[src/verilog/amd_pkg.sv]
// Purpose: constants and types of the integer and dsp arithmetic datapath
// Assumes: one core clock, registers reached over apb
// Notes: register offsets are byte addresses of aligned words
package amd_pkg;
    // apb register map
    localparam logic [7:0] AMD_OFS_CTRL = 8'h00;
    localparam logic [7:0] AMD_OFS_STAT = 8'h04;

    // core_control_reg field positions
    localparam int AMD_CB_INT = 0;
    localparam int AMD_CB_SGN = 1;
    localparam int AMD_CB_ROUND = 3;
    localparam int AMD_CB_CLA = 4;
    localparam int AMD_CB_CLB = 5;
    localparam int AMD_CB_CLST = 6;
    localparam int AMD_CB_WIDE = 7;
    localparam logic [7:0] AMD_CTRL_RST = 8'h00;

    // status_flags_reg field positions
    localparam int AMD_SB_C = 0;
    localparam int AMD_SB_Z = 1;
    localparam int AMD_SB_N = 2;
    localparam int AMD_SB_V = 3;
    localparam int AMD_SB_H = 4;
    localparam int AMD_SB_BUSY = 8;
    localparam logic [4:0] AMD_STAT_RST = 5'h00;

    // sign_mode_select codes
    localparam logic [1:0] AMD_SGN_SS = 2'h0;
    localparam logic [1:0] AMD_SGN_UU = 2'h1;

    // divider: one quotient bit per cycle over the 16-bit divisor
    localparam logic [3:0] AMD_DIV_LAST = 4'hf;

    // rounding and clamp limits
    localparam logic [39:0] AMD_ROUND_HALF = 40'h0000008000;
    localparam logic [15:0] AMD_ROUND_TIE = 16'h8000;
    localparam logic [39:0] AMD_SAT31_POS = 40'h007fffffff;
    localparam logic [39:0] AMD_SAT31_NEG = 40'hff80000000;
    localparam logic [39:0] AMD_SAT39_POS = 40'h7fffffffff;
    localparam logic [39:0] AMD_SAT39_NEG = 40'h8000000000;
    localparam logic [15:0] AMD_ST_POS = 16'h7fff;
    localparam logic [15:0] AMD_ST_NEG = 16'h8000;

    typedef enum logic [4:0] {
        OP_ADD = 5'h00, OP_SUB = 5'h01, OP_AND = 5'h02, OP_IOR = 5'h03,
        OP_XOR = 5'h04, OP_SHL = 5'h05, OP_LSR = 5'h06, OP_ASR = 5'h07,
        OP_MUL_SS = 5'h08, OP_MUL_UU = 5'h09, OP_MUL_SU = 5'h0a, OP_MUL_US = 5'h0b,
        OP_MUL_SL = 5'h0c, OP_MUL_UL = 5'h0d, OP_MUL_BB = 5'h0e,
        OP_DIV_S = 5'h0f, OP_DIV_U = 5'h10,
        OP_AADD = 5'h11, OP_ASUB = 5'h12, OP_ANEG = 5'h13, OP_CLR = 5'h14,
        OP_DSQ = 5'h15, OP_DSQACC = 5'h16, OP_MULACC = 5'h17, OP_SQACC = 5'h18,
        OP_STORE = 5'h19, OP_MULT = 5'h1a, OP_SQR = 5'h1b, OP_NMULT = 5'h1c,
        OP_MULSUB = 5'h1d
    } amd_op_t;

    typedef enum logic [0:0] {
        DV_IDLE = 1'b0,
        DV_RUN = 1'b1
    } amd_dv_t;
endpackage

[src/verilog/amd_datapath.sv]
// Purpose: 16-bit alu, 17x17 multiplier, iterative divider and 40-bit dsp engine
// Assumes: decoder presents one operation per cycle with operands already read
// Notes: all results leave one edge after acceptance, divide after 17 edges
`timescale 1ns/10ps
// Operation
// (RULE1) 16-bit add, subtract, shift and logic
// (RULE2) arithmetic is two's complement
// (RULE3) update carry, zero, negative, overflow, half-carry
// (RULE4) subtract: carry means no borrow
// (RULE5) byte or word width per instruction
// (RULE6) operand from register or memory, both destinations
// (RULE7) one 17x17 array, sign-extended operands
// (RULE8) signed, unsigned, mixed, literal and byte multiplies
// (RULE9) signed or unsigned 32/16 and 16/16 divide
// (RULE10) quotient to register zero, remainder to one
// (RULE11) dividend from aligned pair, high word odd
// (RULE12) one quotient bit per cycle, equal time
// (RULE13) 40-bit shifter and adder into two accumulators
// (RULE14) accumulator add, subtract and negate
// (RULE15) fractional or integer, signed/unsigned/mixed multiply
// (RULE16) conventional or convergent rounding select
// (RULE17) clamp enables for a, b and stores
// (RULE18) clamp range select for accumulators
// (RULE19) dsp op set with other-accumulator write-back
// (RULE20) byte mode keeps destination upper byte
module amd_datapath
    import amd_pkg::*;
(
    // clock and reset
    input wire logic mclk_i,
    input wire logic resetn_i,
    // apb slave
    input wire logic psel_i,
    input wire logic penable_i,
    input wire logic pwrite_i,
    input wire logic [7:0] paddr_i,
    input wire logic [31:0] pwdata_i,
    output logic [31:0] prdata_o,
    output logic pready_o,
    output logic pslverr_o,
    // decoded operation
    input wire logic op_valid_i,
    input wire amd_op_t op_i,
    input wire logic byte_i,
    input wire logic src_mem_i,
    input wire logic dst_mem_i,
    input wire logic [15:0] opa_w_i,
    input wire logic [15:0] opa_m_i,
    input wire logic [15:0] opb_i,
    input wire logic [4:0] lit_i,
    input wire logic div_long_i,
    input wire logic [15:0] dvd_hi_i,
    input wire logic acc_sel_i,
    input wire logic [15:0] mx_i,
    input wire logic [15:0] my_i,
    // results
    output logic busy_o,
    output logic wb_valid_o,
    output logic wb_mem_o,
    output logic [15:0] wb_data_o,
    output logic [15:0] wb_hi_o,
    output logic div_done_o,
    output logic [15:0] quotient_work_reg_o,
    output logic [15:0] remainder_work_reg_o,
    output logic acc_wb_valid_o,
    output logic [15:0] acc_wb_data_o,
    output logic [39:0] accumulator_a_o,
    output logic [39:0] accumulator_b_o
);

    logic [7:0] core_control_reg_r;
    logic [4:0] status_flags_reg_r;
    logic [39:0] accumulator_a_r;
    logic [39:0] accumulator_b_r;
    amd_dv_t dv_state_r;
    logic [3:0] dv_cnt_r;
    logic [15:0] dv_rem_r;
    logic [15:0] dv_quo_r;
    logic [15:0] dv_dsr_r;
    logic dv_qneg_r;
    logic dv_rneg_r;
    logic dv_sgn_r;
    logic [31:0] dv_chk_r;
    logic [31:0] prdata_r;
    logic go;
    logic is_alu;
    logic is_mul;
    logic is_div;
    logic is_dsp;
    logic int_mode;
    logic rnd_conv;
    logic sat_a;
    logic sat_b;
    logic sat_dw;
    logic sat_wide;
    logic [1:0] sign_mode_select;
    logic [15:0] opa;

    function automatic logic [39:0] clamp40(input logic [40:0] s, input logic en, input logic wide);
        logic [39:0] r;
        r = s[39:0];
        if (en && !wide && (s[40:31] != {10{s[40]}}))
            r = s[40] ? AMD_SAT31_NEG : AMD_SAT31_POS;
        else if (en && wide && (s[40] != s[39]))
            r = s[40] ? AMD_SAT39_NEG : AMD_SAT39_POS;
        return r;
    endfunction

    function automatic logic [15:0] store16(input logic [39:0] acc, input logic conv, input logic sat);
        logic [39:0] r;
        r = acc + AMD_ROUND_HALF;
        // a tie with an even upper word is truncated, not rounded up
        if (conv && (acc[15:0] == AMD_ROUND_TIE) && !acc[16])
            r = acc;
        if (sat && (r[39:31] != {9{r[39]}}))
            return r[39] ? AMD_ST_NEG : AMD_ST_POS;
        return r[31:16];
    endfunction

    // a divide in flight refuses new work; the decoder stalls on busy_o
    assign busy_o = (dv_state_r == DV_RUN);
    assign go = op_valid_i && !busy_o;
    assign is_alu = (op_i <= OP_ASR);
    assign is_mul = (op_i >= OP_MUL_SS) && (op_i <= OP_MUL_BB);
    assign is_div = (op_i == OP_DIV_S) || (op_i == OP_DIV_U);
    assign is_dsp = (op_i >= OP_AADD);
    assign int_mode = core_control_reg_r[AMD_CB_INT];
    assign sign_mode_select = core_control_reg_r[AMD_CB_SGN +: 2];
    assign rnd_conv = core_control_reg_r[AMD_CB_ROUND];
    assign sat_a = core_control_reg_r[AMD_CB_CLA];
    assign sat_b = core_control_reg_r[AMD_CB_CLB];
    assign sat_dw = core_control_reg_r[AMD_CB_CLST];
    assign sat_wide = core_control_reg_r[AMD_CB_WIDE];
    assign opa = src_mem_i ? opa_m_i : opa_w_i; // see (RULE6)

    // apb: zero wait states, unmapped addresses answer with pslverr
    assign pready_o = 1'b1;
    assign pslverr_o = psel_i && penable_i && (paddr_i != AMD_OFS_CTRL) && (paddr_i != AMD_OFS_STAT);
    assign prdata_o = prdata_r;

    always_ff @(posedge mclk_i or negedge resetn_i)
    begin
        if (!resetn_i)
            core_control_reg_r <= AMD_CTRL_RST;
        else if (psel_i && penable_i && pwrite_i && (paddr_i == AMD_OFS_CTRL))
            core_control_reg_r <= pwdata_i[7:0]; // see (RULE15) (RULE16) (RULE17) (RULE18)
    end

    always_ff @(posedge mclk_i or negedge resetn_i)
    begin
        if (!resetn_i)
            prdata_r <= 32'h00000000;
        else if (psel_i && !penable_i && !pwrite_i)
        begin
            if (paddr_i == AMD_OFS_CTRL)
                prdata_r <= {24'h000000, core_control_reg_r};
            else if (paddr_i == AMD_OFS_STAT)
                prdata_r <= {23'h000000, busy_o, 3'h0, status_flags_reg_r};
            else
                prdata_r <= 32'h00000000;
        end
    end

    // byte operands are aligned to the top so carry and overflow fall out of the word path
    logic [15:0] aw;
    logic [15:0] bw;
    logic [15:0] bx;
    logic [15:0] r16;
    logic [15:0] cx;
    logic [16:0] s17;
    logic [4:0] fl_nxt;
    logic [15:0] alu_res;

    always_comb
    begin
        aw = byte_i ? {opa[7:0], 8'h00} : opa; // see (RULE5)
        bw = byte_i ? {opb_i[7:0], 8'h00} : opb_i;
        bx = (op_i == OP_SUB) ? ~bw : bw;
        s17 = {1'b0, aw} + {1'b0, bx} + {16'h0000, op_i == OP_SUB}; // see (RULE2)
        cx = s17[15:0] ^ aw ^ bx;
        r16 = s17[15:0];
        fl_nxt = status_flags_reg_r;
        case (op_i)
            OP_ADD, OP_SUB:
            begin
                fl_nxt[AMD_SB_C] = s17[16]; // see (RULE4)
                fl_nxt[AMD_SB_H] = byte_i ? cx[12] : cx[8];
                fl_nxt[AMD_SB_V] = (aw[15] == bx[15]) && (r16[15] != aw[15]);
            end
            OP_AND: r16 = aw & bw; // see (RULE1)
            OP_IOR: r16 = aw | bw;
            OP_XOR: r16 = aw ^ bw;
            OP_SHL:
            begin
                r16 = {aw[14:0], 1'b0};
                fl_nxt[AMD_SB_C] = aw[15];
                fl_nxt[AMD_SB_V] = aw[15] ^ aw[14];
            end
            OP_LSR, OP_ASR:
            begin
                r16 = {(op_i == OP_ASR) && aw[15], aw[15:1]};
                fl_nxt[AMD_SB_C] = byte_i ? aw[8] : aw[0];
            end
            default: ;
        endcase
        fl_nxt[AMD_SB_N] = r16[15]; // see (RULE3)
        fl_nxt[AMD_SB_Z] = byte_i ? (r16[15:8] == 8'h00) : (r16 == 16'h0000);
        alu_res = byte_i ? {opa[15:8], r16[15:8]} : r16; // see (RULE20)
    end

    // one 17x17 signed array serves integer and dsp multiplies
    logic sa;
    logic sb;
    logic [15:0] ma16;
    logic [15:0] mb16;
    logic [16:0] ma;
    logic [16:0] mb;
    logic [16:0] dxy;
    logic signed [33:0] prod;
    logic [39:0] p40;

    always_comb
    begin
        sa = 1'b1;
        sb = 1'b1;
        ma16 = opa;
        mb16 = opb_i;
        case (op_i)
            OP_MUL_SS: ;
            OP_MUL_UU: {sa, sb} = 2'h0; // see (RULE8)
            OP_MUL_SU: sb = 1'b0;
            OP_MUL_US: sa = 1'b0;
            OP_MUL_SL:
            begin
                sb = 1'b0;
                mb16 = {11'h000, lit_i};
            end
            OP_MUL_UL:
            begin
                {sa, sb} = 2'h0;
                mb16 = {11'h000, lit_i};
            end
            OP_MUL_BB:
            begin
                {sa, sb} = 2'h0;
                ma16 = {8'h00, opa[7:0]};
                mb16 = {8'h00, opb_i[7:0]};
            end
            default:
            begin
                ma16 = mx_i;
                mb16 = ((op_i == OP_SQACC) || (op_i == OP_SQR)) ? mx_i : my_i;
                sa = (sign_mode_select != AMD_SGN_UU); // see (RULE15)
                sb = (sign_mode_select == AMD_SGN_SS);
            end
        endcase
        ma = {sa & ma16[15], ma16}; // see (RULE7)
        mb = {sb & mb16[15], mb16};
        dxy = {mx_i[15], mx_i} - {my_i[15], my_i};
        if ((op_i == OP_DSQ) || (op_i == OP_DSQACC))
        begin
            ma = dxy;
            mb = dxy;
        end
        prod = $signed(ma) * $signed(mb);
        p40 = int_mode ? {{6{prod[33]}}, prod} : {{5{prod[33]}}, prod, 1'b0};
    end

    // dsp: 41-bit sum keeps the overflow bit for the clamp
    logic [39:0] tgt;
    logic [39:0] oth;
    logic [40:0] sum41;
    logic [39:0] acc_nxt;
    logic acc_upd;
    logic acc_wbo;

    always_comb
    begin
        tgt = acc_sel_i ? accumulator_b_r : accumulator_a_r;
        oth = acc_sel_i ? accumulator_a_r : accumulator_b_r;
        acc_upd = 1'b1;
        acc_wbo = 1'b0;
        case (op_i)
            OP_CLR:
            begin
                sum41 = 41'h0;
                acc_wbo = 1'b1; // see (RULE19)
            end
            OP_DSQ, OP_MULT, OP_SQR: sum41 = {p40[39], p40};
            OP_DSQACC, OP_SQACC: sum41 = {tgt[39], tgt} + {p40[39], p40};
            OP_MULACC:
            begin
                sum41 = {tgt[39], tgt} + {p40[39], p40};
                acc_wbo = 1'b1;
            end
            OP_MULSUB:
            begin
                sum41 = {tgt[39], tgt} - {p40[39], p40};
                acc_wbo = 1'b1;
            end
            OP_NMULT: sum41 = 41'h0 - {p40[39], p40};
            OP_AADD: sum41 = {tgt[39], tgt} + {oth[39], oth}; // see (RULE14)
            OP_ASUB: sum41 = {tgt[39], tgt} - {oth[39], oth};
            OP_ANEG: sum41 = 41'h0 - {tgt[39], tgt};
            OP_STORE:
            begin
                sum41 = {tgt[39], tgt};
                acc_upd = 1'b0;
                acc_wbo = 1'b1;
            end
            default:
            begin
                sum41 = 41'h0;
                acc_upd = 1'b0;
            end
        endcase
        acc_nxt = clamp40(sum41, acc_sel_i ? sat_b : sat_a, sat_wide); // see (RULE13) (RULE17) (RULE18)
    end

    always_ff @(posedge mclk_i or negedge resetn_i)
    begin
        if (!resetn_i)
            status_flags_reg_r <= AMD_STAT_RST;
        else if (go && is_alu)
            status_flags_reg_r <= fl_nxt; // see (RULE3)
        else if (psel_i && penable_i && pwrite_i && (paddr_i == AMD_OFS_STAT))
            status_flags_reg_r <= pwdata_i[4:0];
    end

    always_ff @(posedge mclk_i or negedge resetn_i)
    begin
        if (!resetn_i)
        begin
            wb_valid_o <= 1'b0;
            wb_mem_o <= 1'b0;
            wb_data_o <= 16'h0000;
            wb_hi_o <= 16'h0000;
        end
        else
        begin
            wb_valid_o <= go && (is_alu || is_mul);
            if (go && (is_alu || is_mul))
            begin
                wb_mem_o <= dst_mem_i; // see (RULE6)
                wb_data_o <= is_alu ? alu_res : prod[15:0];
                wb_hi_o <= is_alu ? 16'h0000 : prod[31:16];
            end
        end
    end

    always_ff @(posedge mclk_i or negedge resetn_i)
    begin
        if (!resetn_i)
        begin
            accumulator_a_r <= 40'h0;
            accumulator_b_r <= 40'h0;
        end
        else if (go && is_dsp && acc_upd && acc_sel_i)
            accumulator_b_r <= acc_nxt;
        else if (go && is_dsp && acc_upd)
            accumulator_a_r <= acc_nxt;
    end
    assign accumulator_a_o = accumulator_a_r;
    assign accumulator_b_o = accumulator_b_r;

    always_ff @(posedge mclk_i or negedge resetn_i)
    begin
        if (!resetn_i)
        begin
            acc_wb_valid_o <= 1'b0;
            acc_wb_data_o <= 16'h0000;
        end
        else
        begin
            acc_wb_valid_o <= go && is_dsp && acc_wbo;
            if (go && is_dsp && acc_wbo)
                acc_wb_data_o <= store16(oth, rnd_conv, sat_dw); // see (RULE16) (RULE19)
        end
    end

    // divider: restoring, on magnitudes, signs applied at the end
    logic dsg;
    logic dnd;
    logic dns;
    logic [31:0] dvd32;
    logic [31:0] dmag;
    logic [15:0] smag;
    logic [17:0] trial;
    logic [15:0] rem_n;
    logic [15:0] quo_n;

    always_comb
    begin
        dsg = (op_i == OP_DIV_S);
        dvd32 = div_long_i ? {dvd_hi_i, opa} : {{16{dsg & opa[15]}}, opa}; // see (RULE11)
        dnd = dsg & dvd32[31];
        dns = dsg & opb_i[15];
        dmag = dnd ? -dvd32 : dvd32; // see (RULE9)
        smag = dns ? -opb_i : opb_i;
        trial = {1'b0, dv_rem_r, dv_quo_r[15]} - {2'h0, dv_dsr_r};
        rem_n = trial[17] ? {dv_rem_r[14:0], dv_quo_r[15]} : trial[15:0];
        quo_n = {dv_quo_r[14:0], !trial[17]};
    end

    always_ff @(posedge mclk_i or negedge resetn_i)
    begin
        if (!resetn_i)
        begin
            dv_state_r <= DV_IDLE;
            dv_cnt_r <= 4'h0;
            dv_rem_r <= 16'h0000;
            dv_quo_r <= 16'h0000;
            dv_dsr_r <= 16'h0000;
            dv_qneg_r <= 1'b0;
            dv_rneg_r <= 1'b0;
            dv_sgn_r <= 1'b0;
            dv_chk_r <= 32'h00000000;
            div_done_o <= 1'b0;
            quotient_work_reg_o <= 16'h0000;
            remainder_work_reg_o <= 16'h0000;
        end
        else
        begin
            div_done_o <= 1'b0;
            unique case (dv_state_r)
                DV_IDLE:
                    if (go && is_div)
                    begin
                        dv_state_r <= DV_RUN;
                        dv_cnt_r <= 4'h0;
                        dv_rem_r <= dmag[31:16];
                        dv_quo_r <= dmag[15:0];
                        dv_dsr_r <= smag;
                        dv_qneg_r <= dnd ^ dns;
                        dv_rneg_r <= dnd;
                        dv_sgn_r <= dsg;
                        dv_chk_r <= dvd32;
                    end
                DV_RUN:
                begin
                    dv_rem_r <= rem_n; // see (RULE12)
                    dv_quo_r <= quo_n;
                    dv_cnt_r <= dv_cnt_r + 4'h1;
                    if (dv_cnt_r == AMD_DIV_LAST)
                    begin
                        dv_state_r <= DV_IDLE;
                        div_done_o <= 1'b1;
                        quotient_work_reg_o <= dv_qneg_r ? -quo_n : quo_n; // see (RULE10)
                        remainder_work_reg_o <= dv_rneg_r ? -rem_n : rem_n;
                    end
                end
            endcase
        end
    end
endmodule

[config.mk]
export PLATFORM = sky130hd
export DESIGN_NAME = amd_datapath
export DESIGN_NICKNAME = d
export VERILOG_FILES = /design/src/verilog/amd_pkg.sv /design/src/verilog/amd_datapath.sv
export SDC_FILE = /design/constraint.sdc
export NUM_CORES = 2
export LEC_CHECK = 0
export BUFFER_PORTS_ARGS = -buffer_cell sky130_fd_sc_hd__buf_2
export CORE_MARGIN = 5
export CORE_UTILIZATION = 48
export CTS_CLUSTER_DIAMETER = 80
export DETAILED_ROUTE_END_ITERATION = 10
export PLACE_DENSITY = 0.67
export SYNTH_ARGS = -nofsm -noshare
export SYNTH_HDL_FRONTEND = slang
export SYNTH_SLANG_ARGS = --single-unit
export TNS_END_PERCENT = 50
[constraint.sdc]
create_clock -name mclk_i -period 30 [get_ports mclk_i]
set_clock_uncertainty 0.15 [all_clocks]
set_input_delay 1.5 -clock mclk_i [delete_from_list [all_inputs] [get_ports mclk_i]]
set_output_delay 1.5 -clock mclk_i [all_outputs]
set_load 0.03 [all_outputs]
Word level (Yosys, flattened, before mapping). Cells that the tools add are included.

Bits in registers: 264. Output and inout bits: 199.

Add/subtract/negate cells: 16. $mul: 1. $lt $le $gt $ge: 4. Equality and inequality tests: 43. Multiplexer cells: 60. Bitwise logic cells: 15. Reduce and logical (&&, ||, !) cells: 62.

Operators with widths (count): one-hot mux 41 bit (8 select lines) (1); 2-to-1 mux 40 bit (8); 2-to-1 mux 16 bit (17); 2-to-1 mux 32 bit (3); one-hot mux 16 bit (2 select lines) (3); one-hot mux 16 bit (5 select lines) (1); == test 5 bit (second input constant) (14); negator 16 bit (3); one-hot mux 16 bit (3 select lines) (1); adder 40 x 35 -> 41 bit (1); adder 40 x 40 -> 41 bit (1); subtractor 1 x 40 -> 41 bit (first input constant) (1); subtractor 40 x 35 -> 41 bit (1); subtractor 40 x 40 -> 41 bit (1); adder 40 x 16 -> 40 bit (second input constant) (1); == test 5 x 4 -> 1 bit (second input constant) (8); subtractor 1 x 35 -> 36 bit (first input constant) (1); multiplier 17 x 17 -> 34 bit (1); 2-to-1 mux 17 bit (2); 2-to-1 mux 34 bit (1); negator 32 bit (1); logical AND 1 bit (26); bitwise XOR 13 bit (2); == test 5 x 3 -> 1 bit (second input constant) (4); 52 further kinds (98).

Logic depth before layout (Yosys ltp).
Depth in word-level cells: 14. Mapped depth: 62. Gate-level depth less buffers: 57.

Least setup slack after synthesis. No wires, ideal clock.

Kind: input to register. Start point: input mx_i[0]. End point: register accumulator_b_r[27] (netlist: accumulator_b_o[27]). Setup time: 0.104 ns. Data arrival time: 14.783 ns. Data required time: 29.746 ns. Path slack: 14.963 ns. Stages: 57. Path buffers: 4. Path through: inv_1 > ha_1 > fa_1 > nor2b_1 > o21ai_0 > a21boi_0 > o21ai_0 > a21boi_0 > o21ai_0 > a21boi_0 > o21ai_0 > a21boi_0 > o21ai_0 > a211oi_1 > o41ai_1 > o21ai_1 > nor2_1 > fa_1 > [21 not listed] > ha_1 > clkbuf_1 > a21o_1 > a21o_1 > a21oi_1 > o21bai_1 > a21oi_1 > o21ai_0 > a21oi_1 > xnor2_1 > a221oi_1 > o2111a_1 > nand4_1 > o311a_1 > or4_1 > buf_4 > buf_6 > o311ai_1.

Word-level cells in the longest chain between the ends: 11.

RTL lines: from (decl) (RTL line amd_datapath.sv:54) `input wire logic [15:0] mx_i,`; parallel branches: the longest is 3 deep, another holds subtractor 16 x 16 -> 17 bit; multiplier 17 x 17 -> 34 bit * (RTL line amd_datapath.sv:265) `prod = $signed(ma) * $signed(mb);`; 2-to-1 mux 34 bit (RTL line amd_datapath.sv:266) `p40 = int_mode ? {{6{prod[33]}}, prod} : {{5{prod[33]}}, prod, 1'b0};`; subtractor 40 x 35 -> 41 bit, or another cell as far along (RTL line amd_datapath.sv:298) `sum41 = {tgt[39], tgt} - {p40[39], p40};`; one-hot mux 41 bit (8 select lines) * (RTL line amd_datapath.sv:283) `case (op_i)`; parallel branches: the longest is 3 deep, another holds inequality test 9 bit; 2-to-1 mux 40 bit * (RTL line amd_datapath.sv:102) `if (en && !wide && (s[40:31] != {10{s[40]}}))`; to (signal assigned) (RTL line amd_datapath.sv:359) `accumulator_b_r <= acc_nxt;`; to (decl) (RTL line amd_datapath.sv:74) `logic [39:0] accumulator_b_r;`.

Mark *: on every way between the ends. A chain may end at the register's enable or synchronous reset.

Worst setup path after layout.
Start point: input mx_i[0]. End point: register accumulator_b_r[14] (netlist: accumulator_b_o[14]).

The elaborated chain is that of the path after synthesis.

==> summary.txt <==
crit share post-route - 59.9%
hold crit path type - register to register
P&R area growth vs syn - 9.06%
clk slew on worst S/H paths - 0.06 ns
drt drc - 0
CP Max Fanout - 18
fin. max-slew vios - 0
Wirelength per Cell - 22.3 µm
die area - 83400 µm²
gp weighted congestion - 0.962
clk_lat worst skew - 0.62 ns
TritonRoute pass-1 iters - 6
FMAX - 55.7 MHz
Syn Area/Cell - 7.83 µm²
Hold-fix buffers, CTS - 0
FFs w/ async S/R, synth - 100%
post-cts resize count - 0
Critical Path Start Type - input pin
max incr delay on CP - 1.08 ns
WS Path Type - input pin to register
Synthesis Warnings - 0
core box area - 77200 µm²
share of cells above drive strength 1 - 11.3%
vias in the first global route - 35200
final setup violation count - 0
largest net degree at the start of global routing - 106
nets - 5589
Top FF cell, synth - dfrtp_1
initial detailed-routing violation count - 3491
initial antenna violation count - 4
Post-DP HPWL - 106000 µm
Slew @ Worst Pin - 1.26 ns
CTS H-Tree Depth - 1
Die Wd - 289 µm
Synth Cell Area - 37300 µm²
unrepaired setup endpoints after global routing - false
GR Util All Layers - 31.1%
Worst Setup End Kind - register
max cap viols - 0
Area contributors post-synth - dfrtp_1 (16%), fa_1 (16%), ha_1 (7.1%)
Initial Util - 48.3%
setup TNS - 0 ns
Final Hold Viols - 0
num ports - 356
Final Critical Period - 17.96 ns
clk root buf - clkbuf_16
CTS sink count - 241
CP arrival - 18.31 ns
flops & latches, synth - 241
CP most frequent cell - o21ai_0
Cell variety after synth - 103
slew margin rel. - 15.5%
Post-Syn Instances - 4767
via count - 36800
outcome - complete, no violations
Antenna Nets Post-Route - 0
CTS tree - built
Yosys top cell area share - 16.2%
Post-Route WL - 134000 µm
Chip Height - 289 µm
Post-synth EDFFs - 0
vias per cell - 6.15
total gr overflow - 0
critical path required time - 30.35 ns
Port Buffers - 307
slowest cell on the critical path - fa_1
CTS buffer count - 29
first-pass GRT wire length - 205000 µm
post-CTS setup repair buffer count - 0
area leader, netlist - dfrtp_1
# rows - 102
CTS Buffer Depth - 3
sequential area share after synthesis - 16.2%
sequential cells by signal, indices dropped and copies added (netlist names):
name and count:
acc_wb_data_o 16, dv_rneg_r 1, wb_valid_o 1, wb_hi_o 16, status_flags_reg_r 5, dv_quo_r 16, acc_wb_valid_o 1, prdata_o 9
dv_rem_r 16, dv_cnt_r 4, accumulator_b_o 40, busy_o 1, div_done_o 1, quotient_work_reg_o 16, wb_data_o 16, remainder_work_reg_o 16
accumulator_a_o 40, dv_dsr_r 16, core_control_reg_r 8, wb_mem_o 1, dv_qneg_r 1
final timing paths:
kind / from / endpoint / slack, ns / cells past startpoint
setup / recovery: mx_i[0] / accumulator_b_o[14] / 12.04 / 52
setup reg to reg: core_control_reg_r[1] / accumulator_b_o[14] / 15.29 / 40
max in group asynchronous: resetn_i / accumulator_a_o[33] / 26.47 / 3
hold reg to reg: remainder_work_reg_o[4] / remainder_work_reg_o[4] / 0.32 / 2
min in group asynchronous: resetn_i / remainder_work_reg_o[11] / 0.82 / 1
hold / removal: remainder_work_reg_o[4] / remainder_work_reg_o[4] / 0.32 / 2
per-stage QoR:
| step | setup WS, ns | hold slack [ns] | cells | instance area, µm² | utilization, % |
|---|---|---|---|---|---|
| 2_1_floorplan | 14.96 | 0.300 | 4789 | 37400 | - |
| 3_3_place_gp | 12.08 | 0.307 | 5927 | 39600 | 51.3 |
| 3_5_place_dp | 11.74 | 0.315 | 5927 | 39600 | 51.3 |
| 4_1_cts | 12.33 | 0.329 | 5981 | 40700 | 52.7 |
| 5_1_grt | 10.95 | 0.341 | 5981 | 40700 | 52.7 |
| 6_report | 12.04 | 0.321 | 5985 | 40700 | 52.7 |
worst max-delay path, delay by kind of cell:
family	cells	cell delay (ns)
xor+xnor	2	0.37
fa+ha+maj	9	4.65
compound gates	25	8.42
simple gates	9	2.33
buf+inv	6	0.66
mux	1	0.35
metal layers:
metal	up-vias	global-route usage, %	share of wire (%)
met3	285	5.81	9.3
met4	8	9.76	3.6
met1	17900	42.1	41
li1	16900	-	-
met5	-	0	0.069
met2	1664	50.7	46
synthesized netlist by cell type, types with 42 or more instances:
library cell	number
a21o_1	48
a21oi_1	270
a221oi_1	51
a311oi_1	52
a31oi_1	48
and3_1	42
clkbuf_1	199
dfrtp_1	241
fa_1	301
ha_1	213
inv_1	472
mux2_2	60
mux2i_1	122
nand2_1	539
nand2b_1	59
nand3_1	96
nor2_1	468
nor3_1	118
o21ai_0	321
o221ai_1	55
o22ai_1	48
xnor2_1	156
xor2_1	94
layout by cell type, fill, tap and decap left out, drive strengths merged, types with 26 or more instances in the layout:
cell type,n
a21o,48
dfrtp,241
xor2,94
a211oi,41
a21oi,274
buf,372
and2,42
mux2i,122
a31oi,48
nand2,539
a221oi,51
or3,40
nand2b,59
o22ai,48
nor2b,26
mux2,60
o221ai,55
o211ai,40
xnor2,157
fa,301
nand3,97
inv,474
o31ai,37
a311oi,52
clkbuf,44
nor4,27
o21ai,339
o21a,34
and3,43
ha,213
nor3,118
nor2,468
or2,28
cell families after synthesis:
family,share of synthesized area [%]
adder cells (fa/ha/maj),23.3
flip-flops,16.2
multiplexers,5.08
other,0.0201
AO/OA/AOI/OAI,22.1
XOR/XNOR,5.91
buffers and inverters,7.94
AND/OR/NAND/NOR,19.5
area by class of cell:
cell class              instances  area, µm²
multi-input cells            3800      28500
flip-flops and latches        241       6030
fillers                      7493      36500
clock inverters                10        196
clock buffers                  44        852
repair buffers                372       2040
well taps                    1040       1300
diodes                          4       10.0
inverters                     474       1780
Power is not shown: default switching activity piles up to over one toggle a cycle in this logic, so the estimate is an artifact.
